$ cat src/adcs_defines.svh
// constant definitions for the converter control sequencer
`ifndef ADCS_DEFINES_SVH
`define ADCS_DEFINES_SVH
// ==========================================
// register byte offsets
`define ADCS_AW         5
`define ADCS_OFF_CTRL   5'h00
`define ADCS_OFF_RESULT 5'h04
`define ADCS_OFF_PCFG   5'h08
`define ADCS_OFF_STAT   5'h0c
`define ADCS_OFF_MASK   5'h10
// ==========================================
// converter_control_main fields
`define ADCS_CS_HI   7
`define ADCS_CS_LO   6
`define ADCS_CHS_HI  4
`define ADCS_CHS_LO  3
`define ADCS_GO      2
`define ADCS_FLAG    1
`define ADCS_PWR     0
`define ADCS_CTRL_RMASK 8'hdf
// conversion clock codes
`define ADCS_CS_DIV2  2'h0
`define ADCS_CS_DIV8  2'h1
`define ADCS_CS_DIV32 2'h2
`define ADCS_CS_RC    2'h3
// last divider count for each divided code
`define ADCS_DIV2_LAST  5'h01
`define ADCS_DIV8_LAST  5'h07
`define ADCS_DIV32_LAST 5'h1f
// ==========================================
// port_analog_config_reg fields
`define ADCS_ANA_HI   3
`define ADCS_ANA_LO   0
`define ADCS_REF_EXT  4
`define ADCS_PCFG_RMASK 8'h1f
// ==========================================
// interrupt status bits
`define ADCS_IRQ_W     2
`define ADCS_IRQ_DONE  0
`define ADCS_IRQ_ABORT 1
// ==========================================
// sequencer constants
// the first tick after an abort may cut a period short, so the wait ends on
// the third tick to cover two whole conversion periods
`define ADCS_ABORT_LAST 2'h2
`define ADCS_SAR_MSB    3'h7
`define ADCS_TRIAL_MSB  8'h80
`define ADCS_RST8       8'h00
`endif

$ cat src/adcs_pkg.sv
// shared types for the converter control sequencer
package adcs_pkg;
  // ==========================================
  // sequencer states
  typedef enum logic [1:0] {
    ADCS_IDLE,
    ADCS_HOLD,
    ADCS_BITS,
    ADCS_ABWAIT
  } adcs_state_e;
  typedef logic [7:0] adcs_byte_t;  // one converter byte
endpackage : adcs_pkg

$ cat src/adcs_conv_if.sv
// carrier between register side and successive-approximation core
`timescale 1ns/1ps
interface adcs_conv_if;
  import adcs_pkg::*;
  logic       tick;    // one conversion clock period elapsed
  logic       pwr;     // converter powered
  logic       start;   // begin a conversion, one cycle
  logic       abort;   // abandon the conversion, one cycle
  logic       cmp;     // synchronised comparator, input above trial
  logic       ready;   // idle; acquiring only when powered
  logic       busy;    // holding or resolving
  logic       done;    // result valid, one cycle
  adcs_byte_t result;  // finished code
  adcs_byte_t dac;     // trial code to the analog side
  logic       sample;  // sample-and-hold tracking the input
  modport core (input tick, pwr, start, abort, cmp,
                output ready, busy, done, result, dac, sample);
  modport ctl  (output tick, pwr, start, abort, cmp,
                input ready, busy, done, result, dac, sample);
endinterface : adcs_conv_if

$ cat src/adcs_sar_core.sv
// successive-approximation sequencer with abort recovery
`timescale 1ns/1ps
`include "adcs_defines.svh"
module adcs_sar_core
  import adcs_pkg::*;
(
  input  wire logic clk,
  input  wire logic sys_rst,
  adcs_conv_if.core cif
);
  // ==========================================
  // state
  adcs_state_e state_ff, nxt_state;  // sequencer state
  logic [2:0]  idx_ff, nxt_idx;      // bit under trial
  logic        ph_ff, nxt_ph;        // settle phase, then decide phase
  adcs_byte_t  work_ff, nxt_work;    // decided bits plus trial bit
  adcs_byte_t  res_ff, nxt_res;      // last finished code
  logic [1:0]  wt_ff, nxt_wt;        // abort wait periods
  logic        done_ff, nxt_done;    // completion pulse
  logic        smp_ff, nxt_smp;      // sample switch closed

  assign cif.ready  = (state_ff == ADCS_IDLE);
  assign cif.busy   = (state_ff == ADCS_HOLD) || (state_ff == ADCS_BITS);
  assign cif.done   = done_ff;
  assign cif.result = res_ff;
  assign cif.dac    = work_ff;
  assign cif.sample = smp_ff;

  // next state: each bit spends two periods so the trial level and the
  // synchronised comparator settle even at the fastest clock
  always_comb begin
    nxt_state = state_ff;
    nxt_idx   = idx_ff;
    nxt_ph    = ph_ff;
    nxt_work  = work_ff;
    nxt_res   = res_ff;
    nxt_wt    = wt_ff;
    nxt_done  = 1'b0;
    case (state_ff)
      ADCS_IDLE: begin
        if (cif.start) begin
          nxt_state = ADCS_HOLD;
        end
      end
      ADCS_HOLD: begin
        if (cif.abort) begin
          nxt_state = ADCS_ABWAIT;
          nxt_wt    = 2'h0;
        end else if (cif.tick) begin
          nxt_state = ADCS_BITS;
          nxt_work  = `ADCS_TRIAL_MSB;
          nxt_idx   = `ADCS_SAR_MSB;
          nxt_ph    = 1'b0;
        end
      end
      ADCS_BITS: begin
        if (cif.abort) begin
          nxt_state = ADCS_ABWAIT;
          nxt_wt    = 2'h0;
        end else if (cif.tick) begin
          nxt_ph = ~ph_ff;
          if (ph_ff) begin
            if (!cif.cmp) begin
              nxt_work[idx_ff] = 1'b0;
            end
            if (idx_ff == 3'h0) begin
              nxt_res   = nxt_work;
              nxt_done  = 1'b1;
              nxt_state = ADCS_IDLE;
            end else begin
              nxt_work[3'(idx_ff - 3'h1)] = 1'b1;
              nxt_idx = 3'(idx_ff - 3'h1);
            end
          end
        end
      end
      ADCS_ABWAIT: begin
        if (cif.tick) begin
          if (wt_ff == `ADCS_ABORT_LAST) begin
            nxt_state = ADCS_IDLE;
          end else begin
            nxt_wt = 2'(wt_ff + 2'h1);
          end
        end
      end
      default: nxt_state = ADCS_IDLE;
    endcase
    nxt_smp = cif.pwr && (nxt_state == ADCS_IDLE);
  end

  // registers
  always_ff @(posedge clk or posedge sys_rst) begin
    if (sys_rst) begin
      state_ff <= ADCS_IDLE;
      idx_ff   <= 3'h0;
      ph_ff    <= 1'b0;
      work_ff  <= `ADCS_RST8;
      res_ff   <= `ADCS_RST8;
      wt_ff    <= 2'h0;
      done_ff  <= 1'b0;
      smp_ff   <= 1'b0;
    end else begin
      state_ff <= nxt_state;
      idx_ff   <= nxt_idx;
      ph_ff    <= nxt_ph;
      work_ff  <= nxt_work;
      res_ff   <= nxt_res;
      wt_ff    <= nxt_wt;
      done_ff  <= nxt_done;
      smp_ff   <= nxt_smp;
    end
  end
endmodule : adcs_sar_core

$ cat src/adcs_top.sv
// converter control sequencer: register slave, conversion clock, interrupt
// Behaviour
// - one of four channels feeds sample-hold
// - each conversion yields unsigned 8-bit code
// - held sample resolved by successive approximation
// - reference is supply or external reference pin
// - conversions complete while device sleeps only on the rc clock; divided codes stop
// - result, main control and port config registers
// - pins analog or digital, pin three reference
// - completion sets flag and clears start bit
// - clearing start aborts, result keeps old value
// - after abort wait two periods, reacquire
`timescale 1ns/1ps
`include "adcs_defines.svh"
module adcs_top
  import adcs_pkg::*;
(
  input  wire logic               clk,
  input  wire logic               sys_rst,
  input  wire logic [`ADCS_AW-1:0] avs_address,
  input  wire logic               avs_read,
  input  wire logic               avs_write,
  input  wire logic [31:0]        avs_writedata,
  input  wire logic [3:0]         avs_byteenable,
  output logic      [31:0]        avs_readdata,
  output logic                    avs_waitrequest,
  output logic                    irq,
  input  wire logic               sleep_mode,
  input  wire logic               rc_clk_pin,
  input  wire logic               cmp_pin,
  output logic                    ana_power_en,
  output logic      [1:0]         ana_chan_sel,
  output logic                    ana_ref_ext,
  output logic                    sh_sample,
  output logic      [7:0]         dac_code,
  output logic      [3:0]         pin_analog_en
);
  // ==========================================
  // register hit decode, shared by reads and writes
  function automatic logic reg_hit(input logic [`ADCS_AW-1:0] a,
                                   input logic [`ADCS_AW-1:0] off);
    reg_hit = (a == off);
  endfunction : reg_hit

  adcs_conv_if cif ();  // link to the sequencer core

  // ==========================================
  // state
  logic       wait_ff, nxt_wait;          // waitrequest, high when idle
  logic [31:0] rdata_ff, nxt_rdata;       // read data
  logic [1:0] cs_ff, nxt_cs;              // conv_clock_select
  logic [1:0] chs_ff, nxt_chs;            // input_channel_select
  logic       go_ff, nxt_go;              // start/status bit
  logic       flag_ff, nxt_flag;          // conv_complete_flag
  logic       pwr_ff, nxt_pwr;            // converter_power_bit
  adcs_byte_t res_ff, nxt_res;            // conversion_result_reg
  adcs_byte_t pcfg_ff, nxt_pcfg;          // port_analog_config_reg
  logic [`ADCS_IRQ_W-1:0] stat_ff, nxt_stat;  // sticky events
  logic [`ADCS_IRQ_W-1:0] mask_ff, nxt_mask;  // interrupt enables
  logic [`ADCS_IRQ_W-1:0] ev;             // events this cycle
  logic       irq_ff, nxt_irq;            // interrupt level
  logic       start_ff, nxt_start;        // start pulse to core
  logic       abort_ff, nxt_abort;        // abort pulse to core
  logic [4:0] div_ff, nxt_div;            // system clock divider
  logic       tick_ff, nxt_tick;          // conversion period pulse
  logic       rc_s1_ff, rc_s2_ff, rc_s3_ff;  // rc clock synchroniser
  logic       cmp_s1_ff, cmp_s2_ff;       // comparator synchroniser
  logic       wr_acc, rd_cap;             // accepted write, read capture
  logic       wr_ctrl;                    // accepted write to control
  adcs_byte_t ctrl_rd, rd_mux;            // read views
  logic [4:0] div_last;                   // divider terminal count

  // ==========================================
  // bus slave and register file
  assign ctrl_rd = {cs_ff, 1'b0, chs_ff, go_ff, flag_ff, pwr_ff} & `ADCS_CTRL_RMASK;
  // a request waits one cycle, then waitrequest drops for one cycle
  assign wr_acc  = avs_write && !wait_ff && avs_byteenable[0];
  assign rd_cap  = avs_read && wait_ff;
  assign wr_ctrl = wr_acc && reg_hit(avs_address, `ADCS_OFF_CTRL);
  assign ev[`ADCS_IRQ_DONE]  = cif.done;
  assign ev[`ADCS_IRQ_ABORT] = abort_ff;

  always_comb begin
    rd_mux = `ADCS_RST8;  // unmapped offsets read zero
    if (reg_hit(avs_address, `ADCS_OFF_CTRL)) begin
      rd_mux = ctrl_rd;
    end else if (reg_hit(avs_address, `ADCS_OFF_RESULT)) begin
      rd_mux = res_ff;
    end else if (reg_hit(avs_address, `ADCS_OFF_PCFG)) begin
      rd_mux = pcfg_ff & `ADCS_PCFG_RMASK;
    end else if (reg_hit(avs_address, `ADCS_OFF_STAT)) begin
      rd_mux = 8'(stat_ff);
    end else if (reg_hit(avs_address, `ADCS_OFF_MASK)) begin
      rd_mux = 8'(mask_ff);
    end
  end

  // next register values; hardware events win over software writes
  always_comb begin
    nxt_wait  = !((avs_read || avs_write) && wait_ff);
    nxt_rdata = rd_cap ? {24'h0, rd_mux} : rdata_ff;
    nxt_cs    = cs_ff;
    nxt_chs   = chs_ff;
    nxt_go    = go_ff;
    nxt_flag  = flag_ff;
    nxt_pwr   = pwr_ff;
    nxt_res   = res_ff;
    nxt_pcfg  = pcfg_ff;
    nxt_mask  = mask_ff;
    nxt_start = 1'b0;
    if (wr_ctrl) begin
      nxt_cs   = avs_writedata[`ADCS_CS_HI:`ADCS_CS_LO];
      nxt_chs  = avs_writedata[`ADCS_CHS_HI:`ADCS_CHS_LO];
      nxt_pwr  = avs_writedata[`ADCS_PWR];
      nxt_flag = avs_writedata[`ADCS_FLAG];
      // a start needs power already on and a free sequencer
      nxt_go = avs_writedata[`ADCS_GO] && pwr_ff && avs_writedata[`ADCS_PWR]
               && (go_ff || cif.ready);
      nxt_start = nxt_go && !go_ff;
    end
    if (wr_acc && reg_hit(avs_address, `ADCS_OFF_RESULT)) begin
      nxt_res = avs_writedata[7:0];
    end
    if (wr_acc && reg_hit(avs_address, `ADCS_OFF_PCFG)) begin
      nxt_pcfg = avs_writedata[7:0] & `ADCS_PCFG_RMASK;
    end
    if (wr_acc && reg_hit(avs_address, `ADCS_OFF_MASK)) begin
      nxt_mask = avs_writedata[`ADCS_IRQ_W-1:0];
    end
    // clearing the start bit or powering down mid-conversion aborts
    nxt_abort = go_ff && !nxt_go && cif.busy;
    if (cif.done) begin
      nxt_res  = cif.result;
      nxt_flag = 1'b1;
      nxt_go   = 1'b0;
    end
  end

  // sticky status bits, write one to clear, set beats clear
  genvar gi;
  generate
    for (gi = 0; gi < `ADCS_IRQ_W; gi = gi + 1) begin : g_stat
      always_comb begin
        nxt_stat[gi] = stat_ff[gi];
        if (wr_acc && reg_hit(avs_address, `ADCS_OFF_STAT) && avs_writedata[gi]) begin
          nxt_stat[gi] = 1'b0;
        end
        if (ev[gi]) begin
          nxt_stat[gi] = 1'b1;
        end
      end
    end
  endgenerate
  assign nxt_irq = |(nxt_stat & nxt_mask);

  always_ff @(posedge clk or posedge sys_rst) begin
    if (sys_rst) begin
      wait_ff  <= 1'b1;
      rdata_ff <= 32'h0;
      cs_ff    <= `ADCS_CS_DIV2;
      chs_ff   <= 2'h0;
      go_ff    <= 1'b0;
      flag_ff  <= 1'b0;
      pwr_ff   <= 1'b0;
      res_ff   <= `ADCS_RST8;
      pcfg_ff  <= `ADCS_RST8;
      stat_ff  <= '0;
      mask_ff  <= '0;
      irq_ff   <= 1'b0;
      start_ff <= 1'b0;
      abort_ff <= 1'b0;
    end else begin
      wait_ff  <= nxt_wait;
      rdata_ff <= nxt_rdata;
      cs_ff    <= nxt_cs;
      chs_ff   <= nxt_chs;
      go_ff    <= nxt_go;
      flag_ff  <= nxt_flag;
      pwr_ff   <= nxt_pwr;
      res_ff   <= nxt_res;
      pcfg_ff  <= nxt_pcfg;
      stat_ff  <= nxt_stat;
      mask_ff  <= nxt_mask;
      irq_ff   <= nxt_irq;
      start_ff <= nxt_start;
      abort_ff <= nxt_abort;
    end
  end

  // ==========================================
  // conversion clock; divided codes stop in sleep, the rc clock does not
  always_comb begin
    case (cs_ff)
      `ADCS_CS_DIV2:  div_last = `ADCS_DIV2_LAST;
      `ADCS_CS_DIV8:  div_last = `ADCS_DIV8_LAST;
      default:        div_last = `ADCS_DIV32_LAST;
    endcase
    nxt_div  = div_ff;
    nxt_tick = 1'b0;
    if (!pwr_ff) begin
      nxt_div = 5'h0;  // no activity while unpowered
    end else if (cs_ff == `ADCS_CS_RC) begin
      nxt_tick = rc_s2_ff && !rc_s3_ff;
    end else if (!sleep_mode) begin
      if (div_ff >= div_last) begin
        nxt_div  = 5'h0;
        nxt_tick = 1'b1;
      end else begin
        nxt_div = 5'(div_ff + 5'h1);
      end
    end
  end

  always_ff @(posedge clk or posedge sys_rst) begin
    if (sys_rst) begin
      div_ff    <= 5'h0;
      tick_ff   <= 1'b0;
      rc_s1_ff  <= 1'b0;
      rc_s2_ff  <= 1'b0;
      rc_s3_ff  <= 1'b0;
      cmp_s1_ff <= 1'b0;
      cmp_s2_ff <= 1'b0;
    end else begin
      div_ff    <= nxt_div;
      tick_ff   <= nxt_tick;
      rc_s1_ff  <= rc_clk_pin;
      rc_s2_ff  <= rc_s1_ff;
      rc_s3_ff  <= rc_s2_ff;
      cmp_s1_ff <= cmp_pin;
      cmp_s2_ff <= cmp_s1_ff;
    end
  end

  // ==========================================
  // core and outputs
  assign cif.tick  = tick_ff;
  assign cif.pwr   = pwr_ff;
  assign cif.start = start_ff;
  assign cif.abort = abort_ff;
  assign cif.cmp   = cmp_s2_ff;

  adcs_sar_core u_core (
    .clk     (clk),
    .sys_rst (sys_rst),
    .cif     (cif)
  );

  assign avs_readdata    = rdata_ff;
  assign avs_waitrequest = wait_ff;
  assign irq             = irq_ff;
  assign ana_power_en    = pwr_ff;
  assign ana_chan_sel    = chs_ff;
  assign ana_ref_ext     = pcfg_ff[`ADCS_REF_EXT];
  assign pin_analog_en   = pcfg_ff[`ADCS_ANA_HI:`ADCS_ANA_LO];
  assign sh_sample       = cif.sample;
  assign dac_code        = cif.dac;
endmodule : adcs_top

$ cat config.mk
export PLATFORM = sky130hd
export DESIGN_NAME = adcs_top
export DESIGN_NICKNAME = d
export VERILOG_FILES = /design/src/adcs_pkg.sv /design/src/adcs_conv_if.sv /design/src/adcs_sar_core.sv /design/src/adcs_top.sv
export VERILOG_INCLUDE_DIRS = /design/src /design/src/src
export SDC_FILE = /design/constraint.sdc
export NUM_CORES = 1
export LEC_CHECK = 0
export BUFFER_PORTS_ARGS = -buffer_cell sky130_fd_sc_hd__clkbuf_2
export CAP_MARGIN = 0
export CORE_ASPECT_RATIO = 0.8
export CORE_UTILIZATION = 40
export DETAILED_ROUTE_END_ITERATION = 7
export GPL_ROUTABILITY_DRIVEN = 0
export PLACE_DENSITY = 0.68
export SLEW_MARGIN = 20
export SYNTH_ARGS = -nofsm -noshare
export SYNTH_HDL_FRONTEND = slang
export SYNTH_SLANG_ARGS = --single-unit
$ cat constraint.sdc
create_clock -name clk -period 2.13 [get_ports clk]
set_input_delay 0.426 -clock clk [delete_from_list [all_inputs] [get_ports clk]]
set_output_delay 0.426 -clock clk [all_outputs]
set_load 0.05 [all_outputs]
==> summary.md, run 1 <==
| Metric | Value |
|---|---|
| Synth Area in Simple Gates | `between 10% and 20%` |
| PwrDens | `approximately 730 mW/mm^2` |
| Compound-gate portion of the synthesized area | `14.7%` |
| CP Capture Type | `flop` |
| Layout area overhead | `16.2%` |
| Cells after Synth | `379` |
| #FFs+latches synth | `73` |
| Number of port buffers | `between 40 and 50` |
| Worst endpoint required time | `2330 ps` |
| Clk pwr share | `a little over two fifths` |
| Place WS | `55.9 ps` |
| Max cap viols | `0` |
| Die Height | `~90 microns` |
| HPWL Detailed | `5.93 mm` |
| Post-synthesis adder-cell area fraction | `3.91%` |
| Number of top-level pins | `99` |
| Largest net degree at the start of global routing | `30` |
| Row cnt | `31` |
| Final worst setup slack | `between 200 and 250 ps` |
| Proportion of layout cells with a drive suffix above 1 | `19.4%` |
| Commonest cells in the netlist | `dfrtp_1 (72), nand2_1 (53), buf_4 (24), o21ai_0 (24), nor2_1 (18)` |
| P_sw | `857 uW` |
| First-pass GRT wire length | `13.6 mm` |
| Peak VDD IR | `0.420 mV` |
| Failing checks | `DRC` |
| Worst-path fanout max | `8` |
| Comb power frac | `12.3%` |
| Final total power | `3.26 mW` |
| Overflow after GRT | `0` |
| Internal power | `2.41 mW` |
| DRC violations left | `9` |
| Final setup fails | `0` |
| Fraction of synthesized area in multiplexers | `about 8%` |
| Top FF cell, synth | `dfrtp_1` |
| Worst setup SP type | `flop` |
| Critical Path AT | `2090 ps` |
| Setup CP Type | `flop to flop` |
| # placed instances | `roughly 540` |
| Antenna violations before repair | `0` |
| Number of synthesized flops with an enable pin | `0` |
| Max incr delay on CP | `~380 ps` |
| Final net count | `497` |
| CTS Sinks | `73` |
| Leakage power total | `2.12 nW` |
| Vias in the first global route | `2696` |
| Drt total wl | `between 8 and 9 mm` |
| Root Driver | `clkbuf_16` |
| Flop pwr share | `45.6%` |
| YS warnings | `0` |
| Post-synth top area share | `47.0%` |
| Max transition margin | `60.0%` |
| Clk_lat worst skew | `about 330 ps` |
| Max Freq | `roughly 530 MHz` |
| Pre-antenna DRT Iters | `7` |
| Period Utilization, post-route | `88.5%` |
| Htree depth | `3` |
| Initial drt markers | `262` |
| Via/cell ratio | `5.38` |
| Cell taking the most area after synthesis | `dfrtp_1` |
| WL/cell | `14.7 microns` |
| Slew of the pin with the lowest slew margin | `599 ps` |
| Core ar. | `0.00919 sq mm` |
| RSZ-0062 raised after global routing | `false` |
| Antenna Cells | `0` |
| Cell Area, Synth | `~0.0038 sq mm` |
| Minimum clock period | `between 1500 and 2000 ps` |
| Largest family of logic cells by synthesized area | `simple AND/OR/NAND/NOR gates` |
| Post-Layout Cell Count | `554` |
| Distinct cell type count after synthesis | `53` |
| Final Hold Fails | `0` |
| Die area | `0.00999 sq mm` |
| Clock slew at reported path FFs | `around 50 ps` |
| Outcome | `finished, violations left` |
| CP max-delay cell | `dfrtp_1` |
| Initial cell density of the core | `between 40% and 50%` |
| Syn_area_per_cell | `about 10 sq um` |
| Worst Skew | `4.71 ps` |
| Die width | `111 microns` |
| Largest cells by area after synthesis | `dfrtp_1 (47%), nand2_1 (5.2%), buf_4 (4.7%), mux2i_1 (4.2%), ha_1 (3.9%)` |
| Ys async rst share | `between 90% and 100%` |
| Seq/Total Area, Yosys | `between 40% and 50%` |
| CTS tree | `yes` |
| Sw Share | `26.3%` |
| Cts bufs inserted | `9` |
| Clock Path Buffers | `2` |
| Fin Setup TNS | `0 ps` |
| Post-CTS setup buffers | `0` |
| Max-slew violation count | `0` |
| Hold/Removal Path Class | `primary input to asynchronous set/reset pin` |
| Worst path cell trace | `inv_1 -> ha_1 -> buf_4 -> nand2b_1 -> a21o_1 -> o21ai_0 -> o41ai_1` |
| Most common cell in the synthesized netlist | `dfrtp_1` |
| Gr usage total | `17.9%` |
| Fillers | `844` |
| Remaining antenna violation count | `0` |
| Synth Area in XOR/XNOR | `0.913%` |
| Via count | `2981` |
## flip-flops by register name (all words and copies together) (netlist names), 2 cells and up
name	flops
ana_chan_sel	2
avs_readdata	8
cs_ff	2
div_ff	5
mask_ff	2
pcfg_ff	5
res_ff	8
stat_ff	2
u_core.cif.dac	8
u_core.cif.result	8
u_core.idx_ff	3
u_core.state_ff	2
u_core.wt_ff	2
## power groups by stage
stage | clock [mW] | combinational [mW] | sequential (mW)
2_1_floorplan | 0 | 0.263 | 1.58
3_3_place_gp | 0 | 0.395 | 1.51
3_5_place_dp | 0 | 0.402 | 1.51
4_1_cts | 1.42 | 0.403 | 1.49
5_1_grt | 1.48 | 0.431 | 1.49
6_report | 1.38 | 0.400 | 1.49
## stage by stage
stage	area, sq um	hold WS, ps	utilization (%)
floorplan	3930	331	-
detailed placement	4190	340	45.5
global route	4460	181	48.5
global placement	4190	332	45.5
CTS	4460	165	48.5
finish	4460	150	48.5
## cell type report
class	count	area (sq um)	share of cell area (%)
clock buffers	13	270	6.06
inverters	13	52.6	1.18
flip-flops and latches	73	1830	41.0
multi-input cells	277	1770	39.7
repair buffers	63	393	8.81
well taps	115	144	3.23
## routing by layer
layer	wire length [microns]	share of wire (%)	track usage, %	up-vias
met5	0	0	0	-
met4	109	1.3	6.88	0
met3	577	7.1	5.44	12
met2	3430	42	26.0	111
met1	4040	50	25.2	1432
li1	-	-	-	1426
## final timing paths
path	startpoint	end	slack, ps	cells past startpoint
worst max-delay path	u_core.state_ff[0]	u_core.cif.dac[5]	240	7
worst min-delay path	sys_rst	pcfg_ff[1]	150	2
worst max register to register	u_core.state_ff[0]	u_core.cif.dac[5]	240	7
worst min register to register	cmp_s1_ff	cif.cmp	350	0
max in group asynchronous	sys_rst	div_ff[4]	1450	3
min in group clk	cmp_pin	cmp_s1_ff	200	1
## placed cells by master (no fill, tap or decap), types with 12 or more instances in the layout
| master | n |
|---|---|
| conb_1 | 24 |
| a21oi_1 | 15 |
| clkbuf_2 | 47 |
| dfrtp_1 | 72 |
| o21ai_0 | 24 |
| inv_1 | 12 |
| nand2_1 | 52 |
| buf_4 | 13 |
| ha_1 | 12 |
| nor2_1 | 18 |
| mux2i_1 | 16 |
## logic make-up (layout without fill, tap and decap cells)
| logic type | count (synthesis) | in the layout |
|---|---|---|
| DFF | 73 | 73 |
| and+or+nand+nor | 120 | 120 |
| adders and majority gates | 12 | 12 |
| buffers and inverters | 52 | 89 |
| other | 1 | 24 |
| xor gates and xnor gates | 4 | 4 |
| AOI/OAI and AO/OA | 88 | 88 |
| muxes | 29 | 29 |
## worst max-delay path: cells and delay by family, from the launching register on
family	cells	cell delay [ps]
AO/OA/AOI/OAI	3	610
buffers and inverters	2	280
AND/OR/NAND/NOR	1	160
adder cells (fa/ha/maj)	1	310
flip-flops	1	380
## timing repair
item | in CTS | in global routing
endpoints found under the setup margin | 0 | 2
resized for setup | 0 | 1
hold buffers | 0 | 0
Note: power is estimated with default switching activity, not from simulation.
==> run 2, diff against run 1 <==
--- a/config.mk
+++ b/config.mk
@@ -12,7 +12,7 @@
 export CORE_UTILIZATION = 40
 export DETAILED_ROUTE_END_ITERATION = 7
 export GPL_ROUTABILITY_DRIVEN = 0
-export PLACE_DENSITY = 0.68
+export PLACE_DENSITY = 0.63
 export SLEW_MARGIN = 20
 export SYNTH_ARGS = -nofsm -noshare
 export SYNTH_HDL_FRONTEND = slang
==> run 2 against run 1 <==
Compared with the run above: the flow still finishes with violations (DRC); global-route usage is 0.12 points lower; total power is 3.1% higher; worst setup slack worse by 45 ps; final area is 0.53% higher; register-to-register slack worse by 40 ps; maximum frequency is 2.3% lower; combinational power hardly changed; routed wire length is 0.72% higher; largest power group unchanged; highest routed layer unchanged.
==> summary.md, run 2 (synthesized netlist as in run 1, its figures left out) <==
| Metric | Value |
|---|---|
| WL/cell | `14.7 microns (about the same)` |
| Clock slew at reported path FFs | `60 ps (about the same)` |
| RSZ-0062 raised after global routing | `false` |
| CP max-delay cell | `dfrtp_1` |
| DRC violations left | `6 (-3)` |
| Post-CTS setup buffers | `0 (unchanged)` |
| Cell Area, Placed | `0.00419 sq mm (+0.18%)` |
| HPWL Detailed | `5.88 mm (-0.87%)` |
| Post-CTS sizing | `0 (unchanged)` |
| Register area | `0.00183 sq mm (unchanged)` |
| Minimum clock period | `1930 ps (+44.6 ps)` |
| Remaining antenna violation count | `0 (unchanged)` |
| First-pass GRT wire length | `13.7 mm (+1.0%)` |
| Clock Path Buffers | `2 (unchanged)` |
| Crit path top cell by count | `nand2_1` |
| PwrDens | `750 mW/mm^2 (+2.5%)` |
| Drt total wl | `8.21 mm (+0.72%)` |
| Multi-input gate area | `0.00177 sq mm (-0.14%)` |
| Fin Setup TNS | `0 ps (unchanged)` |
| Row cnt | `31 (unchanged)` |
| Worst path cell trace | `inv_1 -> ha_1 -> nor2b_1 -> nand2_1 -> buf_4 -> nand2_1 -> o21ai_0` |
| Initial cell density of the core | `41.7% (unchanged)` |
| Overflow after GRT | `0 (unchanged)` |
| Finished Cell Area | `0.00448 sq mm (+0.53%)` |
| Layout area overhead | `16.9%` |
| Worst setup SP type | `flop` |
| Via count | `2935 (-1.5%)` |
| Hold/Removal Path Class | `primary input to asynchronous set/reset pin` |
| Initial drt markers | `217 (-17%)` |
| Leakage power total | `2.12 nW (+0.33%)` |
| Outcome | `finished, violations left` |
| Final Hold Fails | `0 (unchanged)` |
| Max Freq | `518 MHz (-2.3%)` |
| Top delay family on crit path | `simple AND/OR/NAND/NOR gates` |
| Final net count | `498 (+0.20%)` |
| Antenna Cells | `0 (unchanged)` |
| Root Driver | `clkbuf_16` |
| Period Utilization, post-route | `90.6% (+2.1 points)` |
| Commonest non-fill, non-tap cell in the layout | `dfrtp_1` |
| Worst Skew | `7.96 ps (+3.25 ps)` |
| Pre-antenna DRT Iters | `8 (+1)` |
| Peak VDD IR | `0.475 mV (+13%)` |
| Failing checks | `DRC` |
| Max-slew violation count | `0 (unchanged)` |
| Max incr delay on CP | `440 ps (+60 ps)` |
| Final setup fails | `0 (unchanged)` |
| Setup CP Type | `flop to flop` |
| Cts bufs inserted | `9 (unchanged)` |
| Vias in the first global route | `2753 (+2.1%)` |
| CP Capture Type | `flop` |
| Most frequent cells in the layout | `dfrtp_1 (72), nand2_1 (53), clkbuf_2 (47)` |
| Worst endpoint required time | `2330 ps (about the same)` |
| Critical Path AT | `2130 ps (+40 ps)` |
| Core ar. | `0.00919 sq mm (unchanged)` |
| Via/cell ratio | `5.26 (-2.2%)` |
| Die Height | `89.6 microns (unchanged)` |
| Max cap viols | `0 (unchanged)` |
| CTS tree | `yes` |
| Gr usage total | `17.8% (-0.12 points)` |
| Die width | `111 microns (unchanged)` |
| Worst-path fanout max | `9 (+1)` |
| Largest net degree at the start of global routing | `74 (+150%)` |
| WP buf/inv | `2 (unchanged)` |
| Number of top-level pins | `99 (unchanged)` |
| Die area | `0.00999 sq mm (unchanged)` |
| Clk_lat worst skew | `340 ps (about the same)` |
| CTS Hold Buffers Added | `0 (unchanged)` |
| CTS Sinks | `73 (unchanged)` |
| Fillers | `883 (+4.6%)` |
| Htree depth | `3 (unchanged)` |
| Number of port buffers | `47 (unchanged)` |
| Proportion of layout cells with a drive suffix above 1 | `19.6% (+0.28 points)` |
| Antenna violations before repair | `0 (unchanged)` |
## run 2: stage by stage
step	power (mW)	setup slack, ps	hold WS [ps]	cells	util (%)
2_1_floorplan	1.84	174	331	402	-
3_3_place_gp	1.90	65.3	332	542	45.6
3_5_place_dp	1.91	66.3	340	542	45.6
4_1_cts	3.40	223	190	558	48.8
5_1_grt	3.50	49.9	189	558	48.8
6_report	3.36	200	173	558	48.8
## run 2: final cells by class
type,count,share of cell area (%)
tap,115,3.21
inverter,13,1.17
timing repair buffer,64,8.93
multi-input combinational,277,39.5
sequential,73,40.8
clock inverter,5,1.26
clock buffer,11,5.19
## run 2: worst paths after layout
kind / to / slack, ps / start / cells after the start
worst max register to register: u_core.cif.result[2] / 200 / u_core.idx_ff[1] / 7
worst min register to register: cif.cmp / 350 / cmp_s1_ff / 0
max in group asynchronous: cif.cmp / 1640 / sys_rst / 3
min in group clk: cmp_s1_ff / 200 / cmp_pin / 1
worst max-delay path: u_core.cif.result[2] / 200 / u_core.idx_ff[1] / 7
worst min-delay path: pcfg_ff[1] / 170 / sys_rst / 3
## run 2: report_power, final
part	internal, mW	switching, mW	leakage [nW]
sequential	1.44	0.0431	0.957
clock	0.905	0.576	0.139
combinational	0.0979	0.300	1.03
## run 2: routing by layer
metal / vias up / part of all wire (%) / track usage, %
li1: 1425 / - / -
met1: 1384 / 50 / 24.9
met2: 114 / 42 / 26.6
met3: 12 / 6.8 / 4.90
met4: 0 / 1.5 / 6.39
met5: - / 0 / 0
## run 2: worst min-delay path: stages
cell	delay (ps)
clkbuf_2	100
clkinvlp_4	70
buf_12	310
==> run 3, diff against run 2 <==
--- a/config.mk
+++ b/config.mk
@@ -8,11 +8,13 @@
 export LEC_CHECK = 0
 export BUFFER_PORTS_ARGS = -buffer_cell sky130_fd_sc_hd__clkbuf_2
 export CAP_MARGIN = 0
+export CELL_PAD_IN_SITES_DETAIL_PLACEMENT = 1
+export CELL_PAD_IN_SITES_GLOBAL_PLACEMENT = 1
 export CORE_ASPECT_RATIO = 0.8
-export CORE_UTILIZATION = 40
+export CORE_UTILIZATION = 36
 export DETAILED_ROUTE_END_ITERATION = 7
 export GPL_ROUTABILITY_DRIVEN = 0
-export PLACE_DENSITY = 0.63
+export PLACE_DENSITY = 0.72
 export SLEW_MARGIN = 20
 export SYNTH_ARGS = -nofsm -noshare
 export SYNTH_HDL_FRONTEND = slang
==> run 3 against run 2 <==
Compared with the run above: the run now ends clean; first-iteration DRC count decreased by 29%; final area increased by 1.2%; worst hold slack about the same; global-route usage increased by 0.11 points; sequential power about the same; die area increased by 11%; via count increased by 1.7%; register-to-register slack got worse by 60 ps; clock skew about the same; critical path depth decreased by 2; worst setup slack got worse by 58 ps; largest cell class unchanged.
==> summary.md, run 3 (synthesized netlist as in run 1, its figures left out) <==
| Metric | Value |
|---|---|
| Outcome | `completed` |
| Layout area overhead | `18.2%` |
| Post-CTS sizing | `0 (unchanged)` |
| Worst endpoint required time | `2350 ps (+20 ps)` |
| Final setup fails | `0 (unchanged)` |
| Vias in the first global route | `2997 (+8.9%)` |
| DRC violations left | `0 (-6)` |
| Max-slew violation count | `0 (unchanged)` |
| Remaining antenna violation count | `0 (unchanged)` |
| Peak VDD IR | `0.304 mV (-36%)` |
| Number of port buffers | `47 (unchanged)` |
| Most frequent cells in the layout | `dfrtp_1 (72), nand2_1 (53), clkbuf_2 (47)` |
| CTS Sinks | `73 (unchanged)` |
| Die Height | `94.3 microns (+5.3%)` |
| Gr usage total | `17.9% (+0.11 points)` |
| Post-CTS setup buffers | `0 (unchanged)` |
| CTS tree | `yes` |
| Pre-antenna DRT Iters | `4 (-4)` |
| Period Utilization, post-route | `93.3% (+2.7 points)` |
| Largest net degree at the start of global routing | `74 (unchanged)` |
| Worst path cell trace | `inv_1 -> ha_1 -> nor2b_1 -> nand2_1 -> mux2_2` |
| Row cnt | `33 (+6.5%)` |
| Antenna violations before repair | `0 (unchanged)` |
| Fin Setup TNS | `0 ps (unchanged)` |
| Final Hold Fails | `0 (unchanged)` |
| Root Driver | `clkbuf_16` |
| Minimum clock period | `1990 ps (+57.8 ps)` |
| Max incr delay on CP | `450 ps (about the same)` |
| Initial drt markers | `155 (-29%)` |
| CTS Hold Buffers Added | `0 (unchanged)` |
| WL/cell | `15.7 microns (+7.0%)` |
| Clock slew at reported path FFs | `60 ps (about the same)` |
| Post-Route Utilization | `43.9% (-4.8 points)` |
| CP max-delay cell | `dfrtp_1` |
| Clk pwr share | `45.1% (+1.1 points)` |
| Max Freq | `503 MHz (-2.9%)` |
| Hold/Removal Path Class | `primary input to asynchronous set/reset pin` |
| Worst Skew | `7.65 ps (-0.315 ps)` |
| Comb power frac | `11.7% (about the same)` |
| Number of top-level pins | `99 (unchanged)` |
| Internal power | `2.51 mW (+2.5%)` |
| Final net count | `498 (unchanged)` |
| HPWL Detailed | `6.65 mm (+13%)` |
| Initial cell density of the core | `37.2% (-4.6 points)` |
| CP Capture Type | `flop` |
| Drt total wl | `9.17 mm (+12%)` |
| RSZ-0062 raised after global routing | `false` |
| Die width | `117 microns (+5.3%)` |
| PwrDens | `759 mW/mm^2 (+1.1%)` |
| Max cap viols | `0 (unchanged)` |
| Setup CP Type | `flop to flop` |
| Worst setup SP type | `flop` |
| Clock Path Buffers | `2 (unchanged)` |
| Via count | `2985 (+1.7%)` |
| Antenna Cells | `0 (unchanged)` |
| Commonest non-fill, non-tap cell in the layout | `dfrtp_1` |
| Critical Path AT | `2210 ps (+80 ps)` |
| Overflow after GRT | `0 (unchanged)` |
| Proportion of layout cells with a drive suffix above 1 | `20.1% (+0.50 points)` |
| Clk_lat worst skew | `340 ps (about the same)` |
| P_sw | `934 uW (+1.6%)` |
| Leakage power total | `2.13 nW (+0.57%)` |
| Cts bufs inserted | `9 (unchanged)` |
| Core ar. | `0.0103 sq mm (+12%)` |
| Htree depth | `3 (unchanged)` |
| Die area | `0.0111 sq mm (+11%)` |
| Via/cell ratio | `5.13 (-2.5%)` |
| First-pass GRT wire length | `15.3 mm (+11%)` |
| Worst-path fanout max | `12 (+3)` |
| Flop pwr share | `43.2% (-0.9 points)` |
| Sw Share | `27.2% (-0.17 points)` |
[run 3: layout make-up]
class	count	area, sq um
clock buffers	11	253
multi-input cells	277	1780
well taps	140	175
fillers	1214	5790
clock inverters	4	51.3
flip-flops and latches	73	1830
inverters	13	52.6
repair buffers	64	400
[run 3: through the flow]
stage | std cells | power, mW | hold WS (ps) | area [sq um] | worst slack [ps]
after global placement | 567 | 1.91 | 331 | 4230 | 53.1
after CTS | 582 | 3.49 | 182 | 4530 | 137
after global routing | 582 | 3.59 | 177 | 4540 | 45.5
final | 582 | 3.44 | 174 | 4540 | 142
after detailed placement | 567 | 1.92 | 336 | 4230 | 48.4
after floorplan | 402 | 1.84 | 331 | 3930 | 174
[run 3: final timing paths]
path                       slack, ps  cells past startpoint             start                   end
setup / recovery                 140                      5  u_core.idx_ff[1]  u_core.cif.result[4]
hold / removal                   170                      3           sys_rst            pcfg_ff[1]
setup reg to reg                 140                      5  u_core.idx_ff[1]  u_core.cif.result[4]
hold reg to reg                  350                      0          rc_s1_ff              rc_s2_ff
max in group asynchronous       1640                      3           sys_rst     u_core.cif.dac[6]
min in group clk                 190                      1           cmp_pin             cmp_s1_ff
[run 3: worst max-delay path, delay by kind of cell (launching register included)]
family                     cells  cell delay [ps]
DFF                            1              450
and+or+nand+nor                2              590
muxes                          1              350
buffers and inverters          1              180
adders and majority gates      1              300
[run 3: routing by layer]
| metal | wire length [microns] | track usage (%) |
|---|---|---|
| met3 | 476 | 4.95 |
| met2 | 4020 | 27.2 |
| met1 | 4490 | 23.9 |
| met5 | 0 | 0 |
| met4 | 176 | 7.90 |
[run 3: power groups by stage]
stage | clock, mW | combinational [mW] | sequential, mW
floorplan | 0 | 0.263 | 1.58
global placement | 0 | 0.398 | 1.51
detailed placement | 0 | 0.405 | 1.51
CTS | 1.60 | 0.407 | 1.49
global route | 1.66 | 0.436 | 1.49
finish | 1.55 | 0.403 | 1.49
